File: config.mk
export PLATFORM = sky130hd
export DESIGN_NAME = radio_core_irq_ack_timebase
export DESIGN_NICKNAME = d
export VERILOG_FILES = /design/src/rtl/radio_core_irq_pkg.sv /design/src/rtl/radio_core_timebase.sv /design/src/rtl/radio_core_irq_ack_timebase.sv
export SDC_FILE = /design/constraint.sdc
export NUM_CORES = 1
export LEC_CHECK = 0
export BUFFER_PORTS_ARGS = -buffer_cell sky130_fd_sc_hd__buf_2
export CORE_ASPECT_RATIO = 2
export CORE_MARGIN = 2
export CORE_UTILIZATION = 46
export CTS_CLUSTER_DIAMETER = 150
export DETAILED_ROUTE_END_ITERATION = 12
export HOLD_SLACK_MARGIN = 0.12
export PLACE_DENSITY = 0.71
export RECOVER_POWER = 100
export SETUP_SLACK_MARGIN = 0.3
export SLEW_MARGIN = 20
export SYNTH_ARGS = -nofsm -noshare
export SYNTH_HDL_FRONTEND = slang
export SYNTH_HIERARCHICAL = 1
export SYNTH_SLANG_ARGS = --single-unit
File: constraint.sdc
create_clock -name i_clk_sys -period 2.3 [get_ports i_clk_sys]
set_input_delay 0.23 -clock i_clk_sys [delete_from_list [all_inputs] [get_ports i_clk_sys]]
set_output_delay 0.23 -clock i_clk_sys [all_outputs]
set_load 0.01 [all_outputs]
File: src/rtl/radio_core_irq_pkg.sv
// constants, field layout and carrier types for the radio core
// interrupt acknowledge and time reference snapshot block.
// assumes a single 10 MHz bus clock shared by all users.
package radio_core_irq_pkg;

  // bus geometry
  localparam int unsigned ADDR_W = 32;
  localparam int unsigned DATA_W = 32;

  // register byte addresses
  localparam logic [ADDR_W-1:0] ADDR_MASKED_STAT = 32'h4000_0010;
  localparam logic [ADDR_W-1:0] ADDR_RAW_STAT = 32'h4000_0014;
  localparam logic [ADDR_W-1:0] ADDR_ACK = 32'h4000_0018;
  localparam logic [ADDR_W-1:0] ADDR_BASE_SNAP = 32'h4000_001C;
  localparam logic [ADDR_W-1:0] ADDR_FINE_SNAP = 32'h4000_0020;

  // field widths
  localparam int unsigned NUM_SRC = 10;
  localparam int unsigned BASE_W = 27;
  localparam int unsigned FINE_W = 10;

  // interrupt source bit positions
  localparam int unsigned SRC_TICK = 0;
  localparam int unsigned SRC_RECEIVE = 1;
  localparam int unsigned SRC_SLEEP_END = 2;
  localparam int unsigned SRC_END_EVENT = 3;
  localparam int unsigned SRC_CIPHER = 4;
  localparam int unsigned SRC_ERROR = 5;
  localparam int unsigned SRC_GROSS_TARGET = 6;
  localparam int unsigned SRC_FINE_TARGET = 7;
  localparam int unsigned SRC_EVENT_ABORT = 8;
  localparam int unsigned SRC_SOFT = 9;

  // reset values
  localparam logic [NUM_SRC-1:0] FLAGS_RESET = 10'h000;
  localparam logic [NUM_SRC-1:0] ACK_READ_VALUE = 10'h000;
  localparam logic [BASE_W-1:0] BASE_RESET = 27'h000_0000;
  localparam logic [FINE_W-1:0] FINE_RESET = 10'h000;
  localparam logic [DATA_W-1:0] RDATA_IDLE = 32'h0000_0000;

  // timing
  localparam int unsigned CLK_PERIOD_NS = 100;
  localparam int unsigned US_NS = 1000;
  localparam int unsigned SLOT_US = 625;
  localparam int unsigned CYC_PER_US = US_NS / CLK_PERIOD_NS;

  // register selected by an address
  typedef enum logic [2:0] {
    SEL_NONE,
    SEL_MASKED,
    SEL_RAW,
    SEL_ACK,
    SEL_BASE,
    SEL_FINE
  } reg_sel_t;

  // one register bus request
  typedef struct packed {
    logic [ADDR_W-1:0] addr;
    logic [DATA_W-1:0] wdata;
    logic wr;
    logic rd;
  } bus_req_t;

  // time reference pair
  typedef struct packed {
    logic [BASE_W-1:0] base;
    logic [FINE_W-1:0] fine;
  } time_snap_t;

endpackage : radio_core_irq_pkg

File: src/rtl/radio_core_timebase.sv
// free running time reference: microsecond fine count within a
// 625 us slot and a base count of whole slots.
// assumes the 10 MHz bus clock and a synchronous active-low reset.
module radio_core_timebase #(
  parameter int unsigned BASE_W = radio_core_irq_pkg::BASE_W,
  parameter int unsigned FINE_W = radio_core_irq_pkg::FINE_W,
  parameter int unsigned CYC_PER_US = radio_core_irq_pkg::CYC_PER_US,
  parameter int unsigned SLOT_US = radio_core_irq_pkg::SLOT_US
) (
  // clock and reset
  input wire logic i_clk_sys,
  input wire logic i_rst_b,
  input wire logic i_ce,
  // time reference
  output radio_core_irq_pkg::time_snap_t o_time,
  output logic o_tick
);

  localparam int unsigned PRE_W = $clog2(CYC_PER_US + 1);
  localparam logic [PRE_W-1:0] PRE_LAST = PRE_W'(CYC_PER_US - 1);
  localparam logic [FINE_W-1:0] FINE_LAST = FINE_W'(SLOT_US - 1);
  localparam logic [PRE_W-1:0] PRE_ZERO = '0;
  localparam logic [FINE_W-1:0] FINE_ZERO = '0;
  localparam logic [BASE_W-1:0] BASE_ZERO = '0;
  localparam logic [BASE_W-1:0] BASE_ONE = BASE_W'(1);
  localparam logic [FINE_W-1:0] FINE_ONE = FINE_W'(1);
  localparam logic [PRE_W-1:0] PRE_ONE = PRE_W'(1);

  logic [PRE_W-1:0] pre_reg;
  logic [PRE_W-1:0] pre_next;
  logic [FINE_W-1:0] fine_reg;
  logic [FINE_W-1:0] fine_next;
  logic [BASE_W-1:0] base_reg;
  logic [BASE_W-1:0] base_next;
  logic tick_reg;
  logic tick_next;

  always_comb begin
    pre_next = pre_reg;
    fine_next = fine_reg;
    base_next = base_reg;
    tick_next = 1'b0;
    if (pre_reg == PRE_LAST) begin
      pre_next = PRE_ZERO;
      if (fine_reg == FINE_LAST) begin
        // base count wraps silently after 2^27 slots
        fine_next = FINE_ZERO;
        base_next = base_reg + BASE_ONE;
        tick_next = 1'b1;
      end else begin
        fine_next = fine_reg + FINE_ONE;
      end
    end else begin
      pre_next = pre_reg + PRE_ONE;
    end
  end

  always_ff @(posedge i_clk_sys) begin
    if (!i_rst_b) begin
      pre_reg <= PRE_ZERO;
      fine_reg <= FINE_ZERO;
      base_reg <= BASE_ZERO;
      tick_reg <= 1'b0;
    end else if (i_ce) begin
      pre_reg <= pre_next;
      fine_reg <= fine_next;
      base_reg <= base_next;
      tick_reg <= tick_next;
    end
  end

  assign o_time.base = base_reg;
  assign o_time.fine = fine_reg;
  assign o_tick = tick_reg;

endmodule : radio_core_timebase

File: src/rtl/radio_core_irq_ack_timebase.sv
// radio core interrupt pending flags with write-one acknowledge,
// plus sampled copies of the slot and microsecond time counts.
// assumes sources pulse i_irq_set synchronously to i_clk_sys and
// software pulses i_sample_trigger when it writes the sample bit.
// Notes on behaviour
// RULE1 - bit 9 clears soft interrupt flags
// RULE2 - bit 8 clears event abort flags
// RULE3 - bit 7 clears fine target flags
// RULE4 - bit 6 clears gross target flags
// RULE5 - bit 5 clears error flags
// RULE6 - bit 4 clears cipher flags
// RULE7 - bit 3 acknowledges end of event
// RULE8 - bit 2 clears end of sleep flags
// RULE9 - bit 0 clears 625 us tick flags
// RULE10 - acknowledge bits self clear, read zero
// RULE11 - base count snapshot on sample trigger
// RULE12 - fine count snapshot on sample trigger
// RULE13 - raw and enable-gated masked flag per source
// RULE14 - zero writes ignored; bit 3 clears end-event
//
// The address-and-strobe port was decided locally.
module radio_core_irq_ack_timebase #(
  parameter int unsigned NUM_SRC = radio_core_irq_pkg::NUM_SRC
) (
  // clock, reset, enable
  input wire logic i_clk_sys,
  input wire logic i_rst_b,
  input wire logic i_ce,
  // register port
  input wire logic [radio_core_irq_pkg::ADDR_W-1:0] i_addr,
  input wire logic [radio_core_irq_pkg::DATA_W-1:0] i_wdata,
  input wire logic i_wr,
  input wire logic i_rd,
  output logic [radio_core_irq_pkg::DATA_W-1:0] o_rdata,
  // interrupt sources and enables
  input wire logic [NUM_SRC-1:0] i_irq_set,
  input wire logic [NUM_SRC-1:0] i_irq_enable,
  input wire logic i_sample_trigger,
  // pending flags
  output logic [NUM_SRC-1:0] o_irq_raw,
  output logic [NUM_SRC-1:0] o_irq_masked
);

  localparam int unsigned DW = radio_core_irq_pkg::DATA_W;
  localparam int unsigned BW = radio_core_irq_pkg::BASE_W;
  localparam int unsigned FW = radio_core_irq_pkg::FINE_W;

  // address decode, shared by the write and read paths
  function automatic radio_core_irq_pkg::reg_sel_t decode_addr(
    input logic [radio_core_irq_pkg::ADDR_W-1:0] addr
  );
    radio_core_irq_pkg::reg_sel_t sel;
    case (addr)
      radio_core_irq_pkg::ADDR_MASKED_STAT: sel = radio_core_irq_pkg::SEL_MASKED;
      radio_core_irq_pkg::ADDR_RAW_STAT: sel = radio_core_irq_pkg::SEL_RAW;
      radio_core_irq_pkg::ADDR_ACK: sel = radio_core_irq_pkg::SEL_ACK;
      radio_core_irq_pkg::ADDR_BASE_SNAP: sel = radio_core_irq_pkg::SEL_BASE;
      radio_core_irq_pkg::ADDR_FINE_SNAP: sel = radio_core_irq_pkg::SEL_FINE;
      default: sel = radio_core_irq_pkg::SEL_NONE;
    endcase
    return sel;
  endfunction : decode_addr

  // zero-extend a narrow field into a bus word
  function automatic logic [DW-1:0] widen_flags(
    input logic [NUM_SRC-1:0] flags
  );
    logic [DW-1:0] word;
    word = '0;
    word[NUM_SRC-1:0] = flags;
    return word;
  endfunction : widen_flags

  radio_core_irq_pkg::bus_req_t req;
  radio_core_irq_pkg::reg_sel_t wr_sel;
  radio_core_irq_pkg::reg_sel_t rd_sel;
  radio_core_irq_pkg::time_snap_t live_time;
  logic live_tick;

  logic [NUM_SRC-1:0] ack_pulse;
  logic [NUM_SRC-1:0] clr_vec;
  logic [NUM_SRC-1:0] set_vec;

  logic [NUM_SRC-1:0] raw_reg;
  logic [NUM_SRC-1:0] raw_next;
  logic [NUM_SRC-1:0] masked_reg;
  logic [NUM_SRC-1:0] masked_next;
  radio_core_irq_pkg::time_snap_t snap_reg;
  radio_core_irq_pkg::time_snap_t snap_next;
  logic [DW-1:0] rdata_reg;
  logic [DW-1:0] rdata_next;

  assign req.addr = i_addr;
  assign req.wdata = i_wdata;
  assign req.wr = i_wr;
  assign req.rd = i_rd;
  assign wr_sel = decode_addr(req.addr);
  assign rd_sel = decode_addr(req.addr);

  radio_core_timebase #(
    .BASE_W(BW),
    .FINE_W(FW),
    .CYC_PER_US(radio_core_irq_pkg::CYC_PER_US),
    .SLOT_US(radio_core_irq_pkg::SLOT_US)
  ) u_timebase (
    .i_clk_sys(i_clk_sys),
    .i_rst_b(i_rst_b),
    .i_ce(i_ce),
    .o_time(live_time),
    .o_tick(live_tick)
  );

  // acknowledge is a strobe, never stored, so nothing lingers
  always_comb begin
    ack_pulse = '0;
    if (req.wr && (wr_sel == radio_core_irq_pkg::SEL_ACK)) begin
      ack_pulse = req.wdata[NUM_SRC-1:0]; // RULE10
    end
  end

  // per-source clear terms; a zero bit leaves its flags alone
  always_comb begin
    clr_vec = '0; // RULE14
    clr_vec[radio_core_irq_pkg::SRC_SOFT] =
      ack_pulse[radio_core_irq_pkg::SRC_SOFT]; // RULE1
    clr_vec[radio_core_irq_pkg::SRC_EVENT_ABORT] =
      ack_pulse[radio_core_irq_pkg::SRC_EVENT_ABORT]; // RULE2
    clr_vec[radio_core_irq_pkg::SRC_FINE_TARGET] =
      ack_pulse[radio_core_irq_pkg::SRC_FINE_TARGET]; // RULE3
    clr_vec[radio_core_irq_pkg::SRC_GROSS_TARGET] =
      ack_pulse[radio_core_irq_pkg::SRC_GROSS_TARGET]; // RULE4
    clr_vec[radio_core_irq_pkg::SRC_ERROR] =
      ack_pulse[radio_core_irq_pkg::SRC_ERROR]; // RULE5
    clr_vec[radio_core_irq_pkg::SRC_CIPHER] =
      ack_pulse[radio_core_irq_pkg::SRC_CIPHER]; // RULE6
    // end-event acknowledge hits its own flags, not the sleep ones
    clr_vec[radio_core_irq_pkg::SRC_END_EVENT] =
      ack_pulse[radio_core_irq_pkg::SRC_END_EVENT]; // RULE7 RULE14
    clr_vec[radio_core_irq_pkg::SRC_SLEEP_END] =
      ack_pulse[radio_core_irq_pkg::SRC_SLEEP_END]; // RULE8
    clr_vec[radio_core_irq_pkg::SRC_RECEIVE] =
      ack_pulse[radio_core_irq_pkg::SRC_RECEIVE];
    clr_vec[radio_core_irq_pkg::SRC_TICK] =
      ack_pulse[radio_core_irq_pkg::SRC_TICK]; // RULE9
  end

  // the slot tick is raised locally as well as by its input
  always_comb begin
    set_vec = i_irq_set;
    set_vec[radio_core_irq_pkg::SRC_TICK] =
      i_irq_set[radio_core_irq_pkg::SRC_TICK] | live_tick;
  end

  // a set arriving with its acknowledge wins, so no event is lost
  genvar g;
  generate
    for (g = 0; g < NUM_SRC; g++) begin : g_flag
      always_comb begin
        raw_next[g] = set_vec[g] | (raw_reg[g] & ~clr_vec[g]); // RULE13
        masked_next[g] = raw_next[g] & i_irq_enable[g]; // RULE13
      end
    end
  endgenerate

  always_ff @(posedge i_clk_sys) begin
    if (!i_rst_b) begin
      raw_reg <= radio_core_irq_pkg::FLAGS_RESET;
      masked_reg <= radio_core_irq_pkg::FLAGS_RESET;
    end else if (i_ce) begin
      raw_reg <= raw_next;
      masked_reg <= masked_next;
    end
  end

  // snapshot of both counts taken together, so they stay coherent
  always_comb begin
    snap_next = snap_reg;
    if (i_sample_trigger) begin
      snap_next.base = live_time.base; // RULE11
      snap_next.fine = live_time.fine; // RULE12
    end
  end

  always_ff @(posedge i_clk_sys) begin
    if (!i_rst_b) begin
      snap_reg.base <= radio_core_irq_pkg::BASE_RESET;
      snap_reg.fine <= radio_core_irq_pkg::FINE_RESET;
    end else if (i_ce) begin
      snap_reg <= snap_next;
    end
  end

  // read data valid only in the cycle after the strobe
  always_comb begin
    rdata_next = radio_core_irq_pkg::RDATA_IDLE;
    if (req.rd) begin
      case (rd_sel)
        radio_core_irq_pkg::SEL_MASKED: rdata_next = widen_flags(masked_reg);
        radio_core_irq_pkg::SEL_RAW: rdata_next = widen_flags(raw_reg);
        radio_core_irq_pkg::SEL_ACK: begin
          rdata_next = widen_flags(radio_core_irq_pkg::ACK_READ_VALUE); // RULE10
        end
        radio_core_irq_pkg::SEL_BASE: begin
          rdata_next = '0;
          rdata_next[BW-1:0] = snap_reg.base; // RULE11
        end
        radio_core_irq_pkg::SEL_FINE: begin
          rdata_next = '0;
          rdata_next[FW-1:0] = snap_reg.fine; // RULE12
        end
        default: rdata_next = radio_core_irq_pkg::RDATA_IDLE;
      endcase
    end
  end

  always_ff @(posedge i_clk_sys) begin
    if (!i_rst_b) begin
      rdata_reg <= radio_core_irq_pkg::RDATA_IDLE;
    end else if (i_ce) begin
      rdata_reg <= rdata_next;
    end
  end

  assign o_rdata = rdata_reg;
  assign o_irq_raw = raw_reg;
  assign o_irq_masked = masked_reg;

endmodule : radio_core_irq_ack_timebase

==> flow_summary.ini <==
[floorplan]
die_h_um = 162
initial_core_util = 0.471
core_um2 = 12100
die_area_um2 = 13400
num_rows = 57
die_w_um = 82.8
ios = 142

[cts]
clkSinkCount = 126
cts.path.max_buffers = 2
cts_tree = yes
htree_levels = 4
numCtsBuffers = 17
insertion_delay_ns = 0.42
clk_pin_slew_ns = 0.06
cts-root-buf = clkbuf_16

[finish]
final_util = 0.593
diodes = 0
syn_to_final_growth_pct = 25.8
fin_nets = 901
largest_reg_flops = 37
drive_above_1_share = 0.179

[critical_path]
worst_path_largest_cell_delay_ns = 0.67
critPathLaunchType = flop
critical_path.top_delay_family = simple AND/OR/NAND/NOR gates
startpoint = u_timebase/pre_reg[0]
rr_startpoint = u_timebase/pre_reg[0]
path_buf_inv = 0
crit_path_max_fanout = 6
endpoint_kind = flop
crit_required_ns = 2.59
crit_chain = nand4b_4 > or4_1 > nor4_1 > xnor2_1 > nor2_1
crit_arrival_ns = 2.35
cp_slowest_cell = or4_1
path_class = flop to flop

[power]
pwr-share-clk = 0.524
p_sw_frac = 0.227
p_seq_frac = 0.419
ir_drop_mv = 0.566
internal_power_mw = 4.14
p_sw_mw = 1.21
p_leak_nw = 2.62
power.density_nw_per_um2 = 744
combPwrFrac = 0.057
p_total_mw = 5.35

[detailed_routing]
num_vias = 5676
routed_wirelength_mm = 16.8
vias_per_cell = 5.87
drc = 0
drtAntennaViolNets = 0
firstDrtPassIters = 5
drt_iter0_drc = 402
routedWlPerCell_um = 17.3

[sta]
maxSlewHeadroom = 0.514
period_minus_slack_ns = 2.06
final_max_slew_viol_count = 0
fin_crit_sh = 0.897
fin_setup_tns_ns = 0
fmax_ghz = 0.484
worst_pin_slew_ns = 0.729
setup_viol = 0
fin_worst_skew_ns = 0.00882
rsz0062_at_grt = no
hold_viol_final = 0
setup_ws_ns = 0.236

[logic_synthesis]
syn_avg_cell_area_um2 = 8.48
ys_warn_count = 6
syn-instance-count = 674
ys_seq_area_frac = 0.441
syn_area_um2 = 5710
synth_cell_types = 56
synthFlopType = dfxtp_1
async_flop_share = 0
ys_seq_elements = 126
synth-edff-count = 0

[outcome]
status = finished clean

[placed_design]
dpl.hpwl_mm = 11.5
dp_slack_ns = 0.161
gp_congestion = 0.872
portBuffers = 114

[job]
cap_violations = 0

[global_routing]
track_usage = 0.240
antenna_found_initial = 0
grt_start_max_net_pins = 54
grt_overflow_total = 0
grt_pass1_vias = 5720
grt_first_pass_wirelength_mm = 26.4

[hold_path]
hold_class = input port to flop
hold_start = i_irq_set[9]
==> metrics by stage <==
stage | instances | cell area (µm²) | hold slack [ns]
2_1_floorplan | 678 | 5730 | 0.337
3_3_place_gp | 915 | 6440 | 0.444
3_5_place_dp | 915 | 6440 | 0.448
4_1_cts | 963 | 7250 | 0.125
5_1_grt | 967 | 7190 | 0.148
6_report | 967 | 7190 | 0.144
==> tightest hold or removal path, delay by kind of cell <==
family	cells	cell delay, ns
buf+inv	2	0.16
compound gates	1	0.12
==> cell type report <==
| cell class | count | area, µm² |
|---|---|---|
| clock inverter | 13 | 190 |
| sequential | 126 | 2530 |
| tap | 147 | 184 |
| multi-input combinational | 488 | 2950 |
| clock buffer | 18 | 429 |
| timing repair buffer | 156 | 840 |
| fill | 1089 | 4940 |
| inverter | 19 | 71.3 |
==> cells by family (layout without fill, tap and decap cells) <==
group                      Yosys count  after routing  share of synthesized area
other                                1              5                   0.000656
and+or+nand+nor                    296            297                      0.272
buffers and inverters               65            206                     0.0493
muxes                                3              3                    0.00526
xor gates and xnor gates            31             31                     0.0475
AOI/OAI and AO/OA                  149            149                      0.177
DFF                                126            126                      0.441
adders and majority gates            3              3                    0.00657
==> power by group through the flow <==
| stage | clock network (mW) | logic (mW) | registers (mW) |
|---|---|---|---|
| after floorplan | 0 | 0.158 | 2.29 |
| after global placement | 0 | 0.278 | 2.28 |
| after detailed placement | 0 | 0.289 | 2.29 |
| after CTS | 2.83 | 0.310 | 2.24 |
| after global routing | 2.94 | 0.331 | 2.24 |
| final | 2.80 | 0.306 | 2.24 |
==> synth_stat cells (5+ instances only) <==
| library cell | number | area share |
|---|---|---|
| a21oi_1 | 62 | 0.054 |
| a221oi_1 | 19 | 0.029 |
| a222oi_1 | 10 | 0.018 |
| a22o_1 | 10 | 0.015 |
| a22oi_1 | 9 | 0.012 |
| a311oi_1 | 10 | 0.015 |
| a41oi_1 | 10 | 0.015 |
| and3_1 | 13 | 0.014 |
| and4_1 | 6 | 0.0092 |
| buf_4 | 7 | 0.0092 |
| clkbuf_1 | 33 | 0.022 |
| dfxtp_1 | 126 | 0.44 |
| inv_1 | 19 | 0.012 |
| nand2_1 | 129 | 0.085 |
| nand3_1 | 13 | 0.011 |
| nand4_1 | 31 | 0.034 |
| nor2_1 | 51 | 0.034 |
| nor3_1 | 5 | 0.0044 |
| o21ai_0 | 15 | 0.013 |
| xnor2_1 | 12 | 0.018 |
| xor2_1 | 19 | 0.029 |
==> what timing repair did <==
action / 4_1_cts / 5_1_grt
buffers inserted: 4 / 3
hold buffers: 13 / 0
pin swaps: 2 / 5
hold endpoints to repair: 20 / 0
setup endpoints to repair: 8 / 20
cloned: 0 / 1
resized for setup: 5 / 15
==> placed cells by master, fill, tap and decap left out, types with 4 or more instances in the layout <==
master,n
a21oi_1,62
a221oi_1,19
a222oi_1,10
a22o_1,10
a22oi_1,9
a311oi_1,10
a41oi_1,10
and3_1,13
and4_1,6
buf_2,66
buf_4,23
bufinv_16,4
clkbuf_1,52
clkbuf_16,17
clkinvlp_4,4
conb_1,5
dfxtp_1,123
dlygate4sd3_1,13
inv_1,17
nand2_1,129
nand2b_1,4
nand3_1,12
nand4_1,31
nor2_1,51
nor3_1,4
nor4_1,6
o21ai_0,15
or4_1,4
xnor2_1,12
xor2_1,19
==> worst paths after layout <==
kind                                   to  slack, ns  cells after the start
setup / recovery  u_timebase/base_reg[16]       0.24                      5
hold / removal               o_irq_raw[9]       0.14                      3
setup reg to reg  u_timebase/base_reg[16]       0.24                      5
hold reg to reg              snap_reg[32]       0.45                      2
==> layer usage <==
| metal | routed length [µm] | vias up | global-route usage |
|---|---|---|---|
| met5 | 0 | - | 0 |
| met4 | 615 | 0 | 0.135 |
| met3 | 923 | 53 | 0.0501 |
| met2 | 9180 | 249 | 0.444 |
| met1 | 6040 | 2670 | 0.245 |
| li1 | - | 2704 | - |
Power figures use the tool's default switching activity.
